`src/hdl/wdt_pkg.sv`:
```
package wdt_pkg;
  // register byte offsets on the bus
  localparam logic [7:0] OFS_GUARD = 8'h00;
  localparam logic [7:0] OFS_CLKCTL = 8'h04;
  localparam logic [7:0] OFS_PWR = 8'h08;
  localparam logic [7:0] OFS_IE = 8'h0C;
  localparam logic [7:0] OFS_XIE = 8'h10;
  localparam logic [7:0] OFS_XIP = 8'h14;
  localparam logic [7:0] OFS_TA = 8'h18;
  localparam logic [7:0] OFS_STAT = 8'h1C;
  localparam logic [7:0] OFS_MASK = 8'h20;
  // guard control fields
  localparam int GD_TOF = 3;
  localparam int GD_RCF = 2;
  localparam int GD_RFE = 1;
  localparam int GD_RST = 0;
  // clock control, power, interrupt enable and priority fields
  localparam int PS_HI = 7;
  localparam int PS_LO = 6;
  localparam int CD_HI = 7;
  localparam int CD_LO = 6;
  localparam int MULT_BIT = 3;
  localparam int GIE_BIT = 7;
  localparam int TOIE_BIT = 4;
  localparam int TOIP_BIT = 4;
  // status / mask fields
  localparam int ST_TO = 0;
  localparam int ST_WR = 1;
  localparam int ST_W = 2;
  // reset values and encodings
  localparam logic [1:0] CD_MULT = 2'h0;
  localparam logic [1:0] CD_PMM = 2'h3;
  localparam logic [1:0] CD_RESET = 2'h2;
  localparam logic [1:0] PS_RESET = 2'h0;
  // timeout exponents
  localparam logic [5:0] EXP_X4 = 6'h0F;
  localparam logic [5:0] EXP_X2 = 6'h10;
  localparam logic [5:0] EXP_STD = 6'h11;
  localparam logic [5:0] EXP_PMM = 6'h19;
  localparam logic [5:0] EXP_STEP = 6'h03;
  localparam int EXP_MAX = 34;
  // grace time before the core reset, in system clocks
  localparam int GRACE_CLKS = 512;
  // timed access keys and window, in clocks
  localparam logic [7:0] TA_KEY1 = 8'hAA;
  localparam logic [7:0] TA_KEY2 = 8'h55;
  localparam int TA_WINDOW = 8;
  // interrupt identity
  localparam logic [7:0] IRQ_VECTOR = 8'h63;
  localparam logic [3:0] IRQ_RANK = 4'hE;

  typedef enum logic [1:0] {
    TA_IDLE = 2'h0,
    TA_HALF = 2'h1,
    TA_OPEN = 2'h3
  } wdt_ta_state_t;

  typedef enum logic {
    WD_RUN = 1'b0,
    WD_GRACE = 1'b1
  } wdt_wd_state_t;

  // timeout exponent from divide field, multiplier and period select
  function automatic logic [5:0] wdt_exponent(input logic [1:0] cd, input logic mult,
                                             input logic [1:0] ps);
    logic [5:0] base;
    base = EXP_STD;
    if (cd == CD_PMM) begin
      base = EXP_PMM;
    end else if (cd == CD_MULT) begin
      base = mult ? EXP_X4 : EXP_X2;
    end
    wdt_exponent = base + EXP_STEP * {4'h0, ps};
  endfunction : wdt_exponent
endpackage : wdt_pkg

```
`src/hdl/wdt_count_chain.sv`:
```
`timescale 1ns/1ns
module wdt_count_chain import wdt_pkg::*; #(
  parameter int CW = 35,
  parameter int SHRINK = 0
) (
  input wire logic sys_clk, // system clock
  input wire logic resetn, // async reset, active low
  input wire logic restart, // clear the chain
  input wire logic [5:0] exponent, // timeout is two to this minus SHRINK
  output logic expire // one-cycle timeout pulse
);
  // elaboration check: the chain must hold the longest period
  if (CW < EXP_MAX + 1 || SHRINK < 0 || SHRINK > 14) begin : g_bad_params
    $error("wdt_count_chain: bad parameters");
  end

  logic [CW-1:0] count; // free-running chain
  logic [CW-1:0] next_count;
  logic next_expire;
  logic [5:0] eff; // exponent after shrink
  logic [CW-1:0] lim; // last count before timeout

  // chain counts every clock; no idle or stop gating, so sleep cannot halt it
  always_comb begin
    eff = exponent - 6'(SHRINK);
    lim = (CW'(1) << eff) - CW'(1);
    next_count = count + CW'(1);
    next_expire = 1'b0;
    if (restart) begin
      next_count = '0;
    end else if (count >= lim) begin
      // >= covers a shorter period chosen mid-count
      next_count = '0;
      next_expire = 1'b1;
    end
  end

  // registers only
  always_ff @(posedge sys_clk or negedge resetn) begin
    if (!resetn) begin
      count <= '0;
      expire <= 1'b0;
    end else begin
      count <= next_count;
      expire <= next_expire;
    end
  end
endmodule : wdt_count_chain

```
`src/hdl/wdt_timed_access.sv`:
```
`timescale 1ns/1ns
module wdt_timed_access import wdt_pkg::*; (
  input wire logic sys_clk, // system clock
  input wire logic resetn, // async reset, active low
  input wire logic key_wr, // write to the key register
  input wire logic [7:0] key_data, // written key byte
  input wire logic prot_wr, // protected register write
  output logic unlocked // protected write allowed now
);
  wdt_ta_state_t state;
  wdt_ta_state_t next_state;
  logic [3:0] age; // cycles since last step
  logic [3:0] next_age;

  // two keys in order, then one protected write, all inside the window
  always_comb begin
    next_state = state;
    next_age = age + 4'h1;
    case (state)
      TA_IDLE: begin
        next_age = 4'h0;
        if (key_wr && key_data == TA_KEY1) begin
          next_state = TA_HALF;
        end
      end
      TA_HALF: begin
        if (key_wr) begin
          next_age = 4'h0;
          next_state = (key_data == TA_KEY2) ? TA_OPEN : TA_IDLE;
        end else if (age >= 4'(TA_WINDOW - 1)) begin
          next_state = TA_IDLE;
        end
      end
      TA_OPEN: begin
        // any use, a new key write, or the window ending closes it
        if (prot_wr || key_wr || age >= 4'(TA_WINDOW - 1)) begin
          next_state = TA_IDLE;
        end
      end
      default: next_state = TA_IDLE;
    endcase
  end

  // registers only
  always_ff @(posedge sys_clk or negedge resetn) begin
    if (!resetn) begin
      state <= TA_IDLE;
      age <= 4'h0;
    end else begin
      state <= next_state;
      age <= next_age;
    end
  end

  assign unlocked = (state == TA_OPEN);
endmodule : wdt_timed_access

```
`src/hdl/wdt_top.sv`:
```
`timescale 1ns/1ns
// Notes on behaviour
// - free-running count sets timeout flag bit 3
// - four periods, each eight times longer
// - standard and power-save exponent tables
// - period select sits at clock control 7:6
// - multiplier and divide field change the period
// - divide field resets to divide-by-four
// - vector 63h when both enables set
// - core reset 512 clocks after flag
// - enable and restart writes need timed access
// - watchdog reset sets cause flag bit 2
// - flag sets regardless of interrupt enable
// - counting continues in power-saving modes
// - priority bit 4 raises; natural rank 14
module wdt_top import wdt_pkg::*; #(
  parameter int SHRINK = 0 // exponent reduction for simulation
) (
  input wire logic sys_clk, // system clock, 100 MHz
  input wire logic resetn, // async reset, active low
  input wire logic hsel, // slave select
  input wire logic [31:0] haddr, // byte address
  input wire logic [1:0] htrans, // transfer type
  input wire logic hwrite, // write when high
  input wire logic [2:0] hsize, // transfer size
  input wire logic [31:0] hwdata, // write data
  input wire logic hready, // bus ready
  output logic hreadyout, // slave ready
  output logic hresp, // always okay
  output logic [31:0] hrdata, // read data
  output logic irq, // masked status interrupt
  output logic wd_irq_req, // vectored request to core
  output logic wd_irq_high, // request is high priority
  output logic [7:0] wd_irq_vector, // service address
  output logic [3:0] wd_irq_rank, // natural tie-break rank
  output logic cpu_reset // one-cycle core reset pulse
);
  // elaboration check: too much shrink leaves no usable period
  if (SHRINK < 0 || SHRINK > 14) begin : g_bad_shrink
    $error("wdt_top: SHRINK out of range");
  end

  // bus capture
  logic wr_pend; // write data phase pending
  logic [7:0] wr_addr; // address of pending write
  logic next_wr_pend;
  logic [7:0] next_wr_addr;
  logic [31:0] next_hrdata;

  // software-visible state
  logic tof; // timeout flag
  logic rcf; // reset cause flag
  logic rfe; // reset function enable
  logic [1:0] psel; // period select
  logic [1:0] cdiv; // clock divide field
  logic mult; // multiplier factor
  logic gie; // global enable
  logic toie; // timeout interrupt enable
  logic toip; // timeout priority
  logic [ST_W-1:0] stat; // sticky events
  logic [ST_W-1:0] mask; // event mask
  logic next_tof;
  logic next_rcf;
  logic next_rfe;
  logic [1:0] next_psel;
  logic [1:0] next_cdiv;
  logic next_mult;
  logic next_gie;
  logic next_toie;
  logic next_toip;
  logic [ST_W-1:0] next_stat;
  logic [ST_W-1:0] next_mask;

  // grace countdown
  wdt_wd_state_t wstate;
  wdt_wd_state_t next_wstate;
  logic [9:0] grace; // clocks since timeout
  logic [9:0] next_grace;
  logic next_cpu_reset;

  // decoded strobes
  logic addr_ph; // valid address phase here
  logic rd_ph; // read address phase
  logic wd_wr; // data-phase write enable
  logic prot_ok; // timed access open
  logic restart_sw; // protected restart write
  logic restart; // any chain restart
  logic expire; // timeout pulse
  logic [5:0] exponent;

  // only nonseq/seq transfers with hready are taken
  assign addr_ph = hsel && htrans[1] && hready;
  assign rd_ph = addr_ph && !hwrite;
  assign wd_wr = wr_pend;

  // read mux function for one offset
  function automatic logic [31:0] rd_word(input logic [7:0] a);
    logic [31:0] v;
    v = 32'h0000_0000;
    if (a == OFS_GUARD) begin
      v[GD_TOF] = tof;
      v[GD_RCF] = rcf;
      v[GD_RFE] = rfe;
    end else if (a == OFS_CLKCTL) begin
      v[PS_HI] = psel[1];
      v[PS_LO] = psel[0];
    end else if (a == OFS_PWR) begin
      v[CD_HI] = cdiv[1];
      v[CD_LO] = cdiv[0];
      v[MULT_BIT] = mult;
    end else if (a == OFS_IE) begin
      v[GIE_BIT] = gie;
    end else if (a == OFS_XIE) begin
      v[TOIE_BIT] = toie;
    end else if (a == OFS_XIP) begin
      v[TOIP_BIT] = toip;
    end else if (a == OFS_STAT) begin
      v[ST_W-1:0] = stat;
    end else if (a == OFS_MASK) begin
      v[ST_W-1:0] = mask;
    end
    rd_word = v;
  endfunction : rd_word

  // timed access sequencer
  // key pair gate
  wdt_timed_access u_ta (
    .sys_clk(sys_clk),
    .resetn(resetn),
    .key_wr(wd_wr && wr_addr == OFS_TA),
    .key_data(hwdata[7:0]),
    .prot_wr(wd_wr && wr_addr == OFS_GUARD),
    .unlocked(prot_ok)
  );

  assign exponent = wdt_exponent(cdiv, mult, psel);

  assign restart_sw = wd_wr && wr_addr == OFS_GUARD && prot_ok && hwdata[GD_RST];
  assign restart = restart_sw || cpu_reset;

  wdt_count_chain #(
    .CW(EXP_MAX + 1),
    .SHRINK(SHRINK)
  ) u_chain (
    .sys_clk(sys_clk),
    .resetn(resetn),
    .restart(restart),
    .exponent(exponent),
    .expire(expire)
  );

  // bus phase tracking and registered read data
  always_comb begin
    next_wr_pend = addr_ph && hwrite;
    next_wr_addr = haddr[7:0];
    next_hrdata = hrdata;
    if (rd_ph) begin
      next_hrdata = rd_word(haddr[7:0]);
    end
  end

  always_ff @(posedge sys_clk or negedge resetn) begin
    if (!resetn) begin
      wr_pend <= 1'b0;
      wr_addr <= 8'h00;
      hrdata <= 32'h0000_0000;
    end else begin
      wr_pend <= next_wr_pend;
      wr_addr <= next_wr_addr;
      hrdata <= next_hrdata;
    end
  end

  // zero-wait-state slave, never an error
  assign hreadyout = 1'b1;
  assign hresp = 1'b0;

  // register writes and hardware flag updates
  always_comb begin
    next_tof = tof;
    next_rcf = rcf;
    next_rfe = rfe;
    next_psel = psel;
    next_cdiv = cdiv;
    next_mult = mult;
    next_gie = gie;
    next_toie = toie;
    next_toip = toip;
    next_mask = mask;
    next_stat = stat;
    if (wd_wr) begin
      if (wr_addr == OFS_GUARD) begin
        next_tof = hwdata[GD_TOF];
        next_rcf = hwdata[GD_RCF];
        if (prot_ok) begin
          next_rfe = hwdata[GD_RFE];
        end
      end else if (wr_addr == OFS_CLKCTL) begin
        next_psel = {hwdata[PS_HI], hwdata[PS_LO]};
      end else if (wr_addr == OFS_PWR) begin
        next_cdiv = {hwdata[CD_HI], hwdata[CD_LO]};
        next_mult = hwdata[MULT_BIT];
      end else if (wr_addr == OFS_IE) begin
        next_gie = hwdata[GIE_BIT];
      end else if (wr_addr == OFS_XIE) begin
        next_toie = hwdata[TOIE_BIT];
      end else if (wr_addr == OFS_XIP) begin
        next_toip = hwdata[TOIP_BIT];
      end else if (wr_addr == OFS_MASK) begin
        next_mask = hwdata[ST_W-1:0];
      end
    end
    // status clears on its read; the events below still win
    if (rd_ph && haddr[7:0] == OFS_STAT) begin
      next_stat = '0;
    end
    if (expire) begin
      next_tof = 1'b1;
      next_stat[ST_TO] = 1'b1;
    end
    if (next_cpu_reset) begin
      next_rcf = 1'b1;
      next_stat[ST_WR] = 1'b1;
    end
  end

  always_ff @(posedge sys_clk or negedge resetn) begin
    if (!resetn) begin
      tof <= 1'b0;
      rcf <= 1'b0;
      rfe <= 1'b0;
      psel <= PS_RESET;
      cdiv <= CD_RESET;
      mult <= 1'b0;
      gie <= 1'b0;
      toie <= 1'b0;
      toip <= 1'b0;
      mask <= '0;
      stat <= '0;
    end else begin
      tof <= next_tof;
      rcf <= next_rcf;
      rfe <= next_rfe;
      psel <= next_psel;
      cdiv <= next_cdiv;
      mult <= next_mult;
      gie <= next_gie;
      toie <= next_toie;
      toip <= next_toip;
      mask <= next_mask;
      stat <= next_stat;
    end
  end

  // grace countdown from flag to core reset
  always_comb begin
    next_wstate = wstate;
    next_grace = grace + 10'h001;
    next_cpu_reset = 1'b0;
    case (wstate)
      WD_RUN: begin
        next_grace = 10'h000;
        if (expire && !restart) begin
          next_wstate = WD_GRACE;
        end
      end
      WD_GRACE: begin
        if (restart) begin
          next_wstate = WD_RUN;
        end else if (grace == 10'(GRACE_CLKS - 1)) begin
          next_cpu_reset = rfe;
          next_wstate = WD_RUN;
        end
      end
      default: next_wstate = WD_RUN;
    endcase
  end

  always_ff @(posedge sys_clk or negedge resetn) begin
    if (!resetn) begin
      wstate <= WD_RUN;
      grace <= 10'h000;
      cpu_reset <= 1'b0;
    end else begin
      wstate <= next_wstate;
      grace <= next_grace;
      cpu_reset <= next_cpu_reset;
    end
  end

  assign wd_irq_req = tof && toie && gie;
  assign wd_irq_high = toip;
  assign wd_irq_rank = IRQ_RANK;
  assign wd_irq_vector = IRQ_VECTOR;
  // level interrupt while any unmasked event is pending
  assign irq = |(stat & mask);
endmodule : wdt_top

```
`config.mk`:
```
export PLATFORM = sky130hd
export DESIGN_NAME = wdt_top
export DESIGN_NICKNAME = d
export VERILOG_FILES = /design/src/hdl/wdt_pkg.sv /design/src/hdl/wdt_count_chain.sv /design/src/hdl/wdt_timed_access.sv /design/src/hdl/wdt_top.sv
export SDC_FILE = /design/constraint.sdc
export NUM_CORES = 1
export LEC_CHECK = 0
export BUFFER_PORTS_ARGS = -buffer_cell sky130_fd_sc_hd__buf_2
export CAP_MARGIN = 20
export CORE_MARGIN = 2
export CORE_UTILIZATION = 56
export DETAILED_ROUTE_END_ITERATION = 10
export PLACE_DENSITY = 0.81
export SLEW_MARGIN = 20
export SYNTH_ARGS = -nofsm -noshare
export SYNTH_HDL_FRONTEND = slang
export SYNTH_HIERARCHICAL = 1
export SYNTH_SLANG_ARGS = --single-unit
```
`constraint.sdc`:
```
create_clock -name sys_clk -period 6.2 [get_ports sys_clk]
set_input_delay 1.55 -clock sys_clk [delete_from_list [all_inputs] [get_ports sys_clk]]
set_output_delay 1.55 -clock sys_clk [all_outputs]
set_load 0.02 [all_outputs]
```
# After elaboration in Yosys (flattened, before gate mapping)
# Cells that the tools add are included.
# W data, S select, Z words.
[word_totals]
ff_bits = 85
latch_bits = 0
mem_bits_rw = 0
romBits = 0
input_bits = 74
out_inout_bits = 50
wordCells = 156
mem_count = 0
[op_classes]
n_addsub = 5
mul = 1
div_mod_pow = 0
n_lt_le_gt_ge = 2
n_eq_ne = 23
shifts = 1
mux = 55
bitwise_logic = 8
n_reduce_logical = 39
[op_table]
columns = ["operator", "count"]
rows = [
  ["$mux W35", 2],
  ["$eq A8 B5 Y1 const B", 6],
  ["$add A35 B1 Y35 const B", 1],
  ["$ge A35 B35 Y1", 1],
  ["$shl A1 B6 Y35 const A", 1],
  ["$sub A35 B2 Y35 const B", 1],
  ["$eq A8 B4 Y1 const B", 4],
  ["$mux W2", 16],
  ["$mux W1", 29],
  ["$eq A8 B3 Y1 const B", 2],
  ["$eq A8 B6 Y1 const B", 2],
  ["$logic_not A8 Y1", 2],
  ["$logic_and A1 B1 Y1", 13],
  ["$reduce_bool A2 Y1", 6],
  ["$add A10 B1 Y10 const B", 1],
  ["$eq A10 B9 Y1 const B", 1],
  ["$mux W10", 1],
  ["$mux W5", 2],
  ["$reduce_and A3 Y1", 3],
  ["$eq A8 B7 Y1 const B", 1],
  ["$eq A8 B8 Y1 const B", 1],
  ["$pmux W4 S2", 1],
  ["$reduce_and A8 Y1", 1],
  ["$not A1 Y1", 7],
  ["22 further kinds", 29],
]

# Longest topological paths before layout
[depth]
depth_word = 9
mapped_depth = 27
mapped_depth_nobuf = 23

# Hierarchy
# The synthesis kept the hierarchy.
[modules_own_cells]
columns = ["module", "n_inst", "cells_each", "area_each_um2", "seq_area_each_um2"]
rows = [
  ["wdt_count_chain", 1, 393, 3383.2, 900.9],
  ["wdt_top", 1, 226, 2392.3, 1077.3],
  ["wdt_timed_access", 1, 31, 330.3, 150.1],
]

# Least setup slack after synthesis
# OpenSTA, ideal clock, no wires.
[synth_timing]
path_kind = "reg-to-reg"
start = "register cdiv[0]"
end = "register u_chain.count[22]"
setup_time_ns = 0.127
arrival_time_ns = 5.257
required_ns = 6.073
setup_slack_ns = 0.817
stages_incl_launch_ff = 26
path_buffers = 4
synth_period_minus_slack_ns = 5.383
path_cell_list = "dfrtp_1 nor2_1 nand2_1 fa_1 inv_1 ha_1 inv_1 nor2_1 o311a_1 a41oi_1 clkbuf_1 or2_2 clkbuf_1 inv_1 nand3_1 ha_1 clkbuf_1 clkinv_1 o32a_1 ha_1 nand3_1 nor4_4 nand2_2 o311ai_4 buf_6 nor3_2"
[synth_via]
elab_chain_cells = 9
elab_cells_between_ends = 10
cone_classes = "2 x add/sub; 1 x order compare; 1 x eq/ne; 1 x shift; 4 x mux; 1 x reduce/logical"
[synth_rtl]
columns = ["item", "line", "rtl"]
rows = [
  ["start, declared", "wdt_top.sv:55", "logic [1:0] cdiv;"],
  ["start signal, assigned", "wdt_top.sv:245", "cdiv <= next_cdiv;"],
  ["$logic_not A2 Y1", "wdt_pkg.sv:70", "end else if (cd == CD_MULT) begin"],
  ["$mux W5", "wdt_pkg.sv:70", ""],
  ["$mux W6 *", "wdt_pkg.sv:68", "if (cd == CD_PMM) begin"],
  ["$add A6 B4 Y6 *", "wdt_pkg.sv:73", "wdt_exponent = base + EXP_STEP * {4'h0, ps};"],
  ["named net exponent[4]", "wdt_top.sv:89", "logic [5:0] exponent;"],
  ["$shl A1 B6 Y35 *", "wdt_count_chain.sv:26", "lim = (CW'(1) << eff) - CW'(1);"],
  ["$sub A35 B2 Y35 *", "wdt_count_chain.sv:26", ""],
  ["$ge A35 B35 Y1 *", "wdt_count_chain.sv:31", "end else if (count >= lim) begin"],
  ["$mux W35 *", "wdt_count_chain.sv:31", ""],
  ["$mux W35 *", "wdt_count_chain.sv:29", "if (restart) begin"],
  ["named net u_chain.next_count[22]", "wdt_count_chain.sv:18", "logic [CW-1:0] next_count;"],
  ["end signal, assigned", "wdt_count_chain.sv:44", "count <= next_count;"],
  ["end, declared", "wdt_count_chain.sv:17", "logic [CW-1:0] count;"],
]
# Mark *: on every way through the listed nets, which the timed path passes. The rest lies on a longest branch.
# A chain may end at the register's enable or synchronous reset.

# Worst setup path after layout
[layout_timing]
start = "register cdiv[1]"
end = "register u_chain.count[24]"
# The elaborated chain is that of the path after synthesis.

==> metrics.yaml <==
timing:
  setup_viol: 0
  rsz0062_at_grt: "false"
  final.setup.worst_slack_ns: 0.2700
  finalClockSkew_ns: 0.01387
  hold_viol_final: 0
  fin_crit_sh_pct: 95.64
  whs_ns: 0.4700
  max_freq_ghz: 0.1686
  maxSlewViolCount: 0
  worstMarginPinSlew_ns: 0.8124
  final.min_clock_period_ns: 5.930
  fin_setup_tns_ns: 0
  slew_headroom_pct: 45.34
drt:
  wire_per_inst_um: 16.47
  routed-via-count: 4991
  route.detailed.drc: 0
  postRouteAntennaNets: 0
  drt_iter0_drc: 438
  vias_per_cell: 6.087
  firstDrtPassIters: 6
  wl_mm: 13.50
final_layout:
  diodes: 0
  final_cell_area_sq_um: 6436
  drive_gt1_share_pct: 17.65
  nNetsFinal: 795
  area_growth_pct: 5.410
  fillers: 882
clock_network:
  clock_sinks: 85
  clk_path_buf_depth: 2
  cts_tree: "done"
  clkLatencyLatePin_ns: 0.37
  cts-root-buf: "clkbuf_8"
  path_clk_slew_ns: 0.10
  h-tree-depth: 3
  numCtsBuffers: 9
power_and_ir_drop:
  power_mw: 1.147
  power_density_nw_per_um2: 178.2
  peakVddDrop_uv: 98.83
  p_leak_nw: 3.052
critical_path:
  critical_path_arrival_ns: 6.20
  cp_max_fo: 22
  path_class: "flop to flop"
  reg2reg_depth: 23
  start_kind: "flop"
  crit_path_end_kind: "flop"
  crit_required_ns: 6.47
yosys:
  synthTopCellsByArea: "dfrtp_1, ha_1, buf_4"
  yosys.area.top_type: "dfrtp_1"
  ys.warnings.count: 6
  ys_ff_latch: 85
  synth_top_area_share_pct: 34.43
  synthCells: 650
  ys_async_sr_fraction_pct: 100.0
  yosysSeqAreaShare_pct: 34.86
  ys_dominant_reg_cell: "dfrtp_1"
  synth_edf_count: 0
  syn-cell-area_sq_um: 6106
  ys_types: 78
  synth_most_common_cell: "dfrtp_1"
  synth.avg_cell_area_sq_um: 9.394
  synth_commonest_cells: "dfrtp_1, ha_1, nand2_1, buf_4, nor3_1"
flow_run:
  drv_cap: 0
place:
  dp_worst_setup_slack_ns: 0.07687
  port_buffers: 32
  placed_cell_area_sq_um: 6232
  dp_hpwl_mm: 9.953
  place_congestion: 0.9418
global_routing:
  antenna_found_initial: 0
  grt_max_degree: 86
  grt_overflow: 0
  grt_pass1_wl_mm: 22.58
  grt_pass1_vias: 4747
  grtUsageTotal_pct: 24.17
die:
  die_area_sq_um: 11750
  die_h_um: 108.4
  die_w_um: 108.4
  rows: 38
  initial_core_util_pct: 56.82
  pin_count: 124
  core_area_sq_um: 10750
hold_path:
  hp-class: "flop to flop"
  min_path_cells: 1
status:
  status: "finished, final reports clean"
==> cells by family after synthesis <==
| family | synth area share, % |
|---|---|
| AND/OR/NAND/NOR | 25.10 |
| AO/OA/AOI/OAI | 12.48 |
| buffers and inverters | 8.504 |
| flip-flops | 34.86 |
| adder cells (fa/ha/maj) | 9.795 |
| XOR/XNOR | 5.738 |
| multiplexers | 3.402 |
| other | 0.1230 |
==> report_power, final <==
part / leakage, nW / switching [mW] / internal, mW
Sequential: 1.14 / 0.0308 / 0.574
Combinational: 1.82 / 0.109 / 0.0564
Clock: 0.0894 / 0.224 / 0.153
Total: 3.05 / 0.364 / 0.783
==> state kept, by name (all words and copies together) (netlist names), 2 cells and up <==
register	count
grace	10
u_ta/state	2
mask	2
cdiv	2
u_chain/count	35
u_ta/age	4
stat	2
wr_addr	8
psel	2
hrdata	7
==> what timing repair did <==
| action | CTS | global route |
|---|---|---|
| endpoints found under the hold margin | 0 | 0 |
| hold buffers | 0 | 0 |
| endpoints found under the setup margin | 0 | 36 |
| setup buffers | 0 | 0 |
| gates resized for setup | 0 | 3 |
==> path summary, 6_finish.rpt <==
path / from / slack, ns / endpoint
min: grace[0]$_DFF_PN0_ / 0.47 / grace[0]$_DFF_PN0_
min in group asynchronous: resetn / 1.19 / u_ta/age[1]$_DFF_PN0_
min reg2reg: grace[0]$_DFF_PN0_ / 0.47 / grace[0]$_DFF_PN0_
max: cdiv[1]$_DFFE_PN1P_ / 0.27 / u_chain/count[24]$_DFF_PN0_
max in group asynchronous: resetn / 4.45 / u_chain/count[9]$_DFF_PN0_
max reg2reg: cdiv[1]$_DFFE_PN1P_ / 0.27 / u_chain/count[24]$_DFF_PN0_
==> cells in the final DEF (no fill, tap or decap), types with 4 or more instances in the layout <==
master	n
xor2_1	23
nand3_1	27
nand4_1	17
clkbuf_8	9
and4_1	4
ha_1	42
nor3_1	37
and2_1	8
nor2b_1	6
buf_2	31
or3_1	14
buf_4	8
mux2_2	13
mux2i_1	5
a31oi_1	5
nor3_2	12
or2_2	7
a211oi_1	9
inv_1	28
and3_1	7
conb_1	39
nand2_1	42
a21boi_0	5
xnor2_1	17
dfrtp_1	84
o21ai_0	26
nor2_1	31
a21oi_1	33
==> worst max-delay path, cell delays in order (launching register included) <==
cell and delay (ns):
dfstp_2 0.59, nor2_1 0.07, nand2_1 0.16, fa_1 0.43, inv_1 0.08, ha_1 0.14
inv_1 0.06, fa_1 0.48, inv_1 0.06, buf_4 0.19, or2_2 0.37, nor2_1 0.24
nand3_1 0.12, ha_2 0.35, o21ai_2 0.14, mux2_2 0.36, a31oi_1 0.22, ha_1 0.30
nand4_2 0.15, nor3_1 0.07, a221oi_1 0.54, o311ai_4 0.18, buf_4 0.27, a211oi_1 0.27
==> through the flow <==
step	instances	util (%)
after floorplan	687	-
after global placement	804	58.00
after detailed placement	804	58.00
after CTS	820	59.69
after global routing	820	59.90
final	820	59.90
==> per-layer routing <==
metal	global-route usage (%)	part of all wire (%)	vias to the layer above
met5	0	0	-
met4	8.791	2.0	0
met3	3.918	5.8	27
met2	40.40	49	198
met1	31.58	44	2434
li1	-	-	2332
==> final cells by class <==
class / instances / area [sq um] / area share, %
Multi-Input combinational cell: 510 / 3612 / 56.12
Sequential cell: 85 / 2128 / 33.07
Tap cell: 140 / 175.2 / 2.722
Clock buffer: 10 / 127.6 / 1.983
Timing Repair Buffer: 40 / 226.5 / 3.519
Inverter: 29 / 112.6 / 1.750
Clock inverter: 6 / 53.80 / 0.8359
No activity file was read; power rests on OpenSTA's default activity.
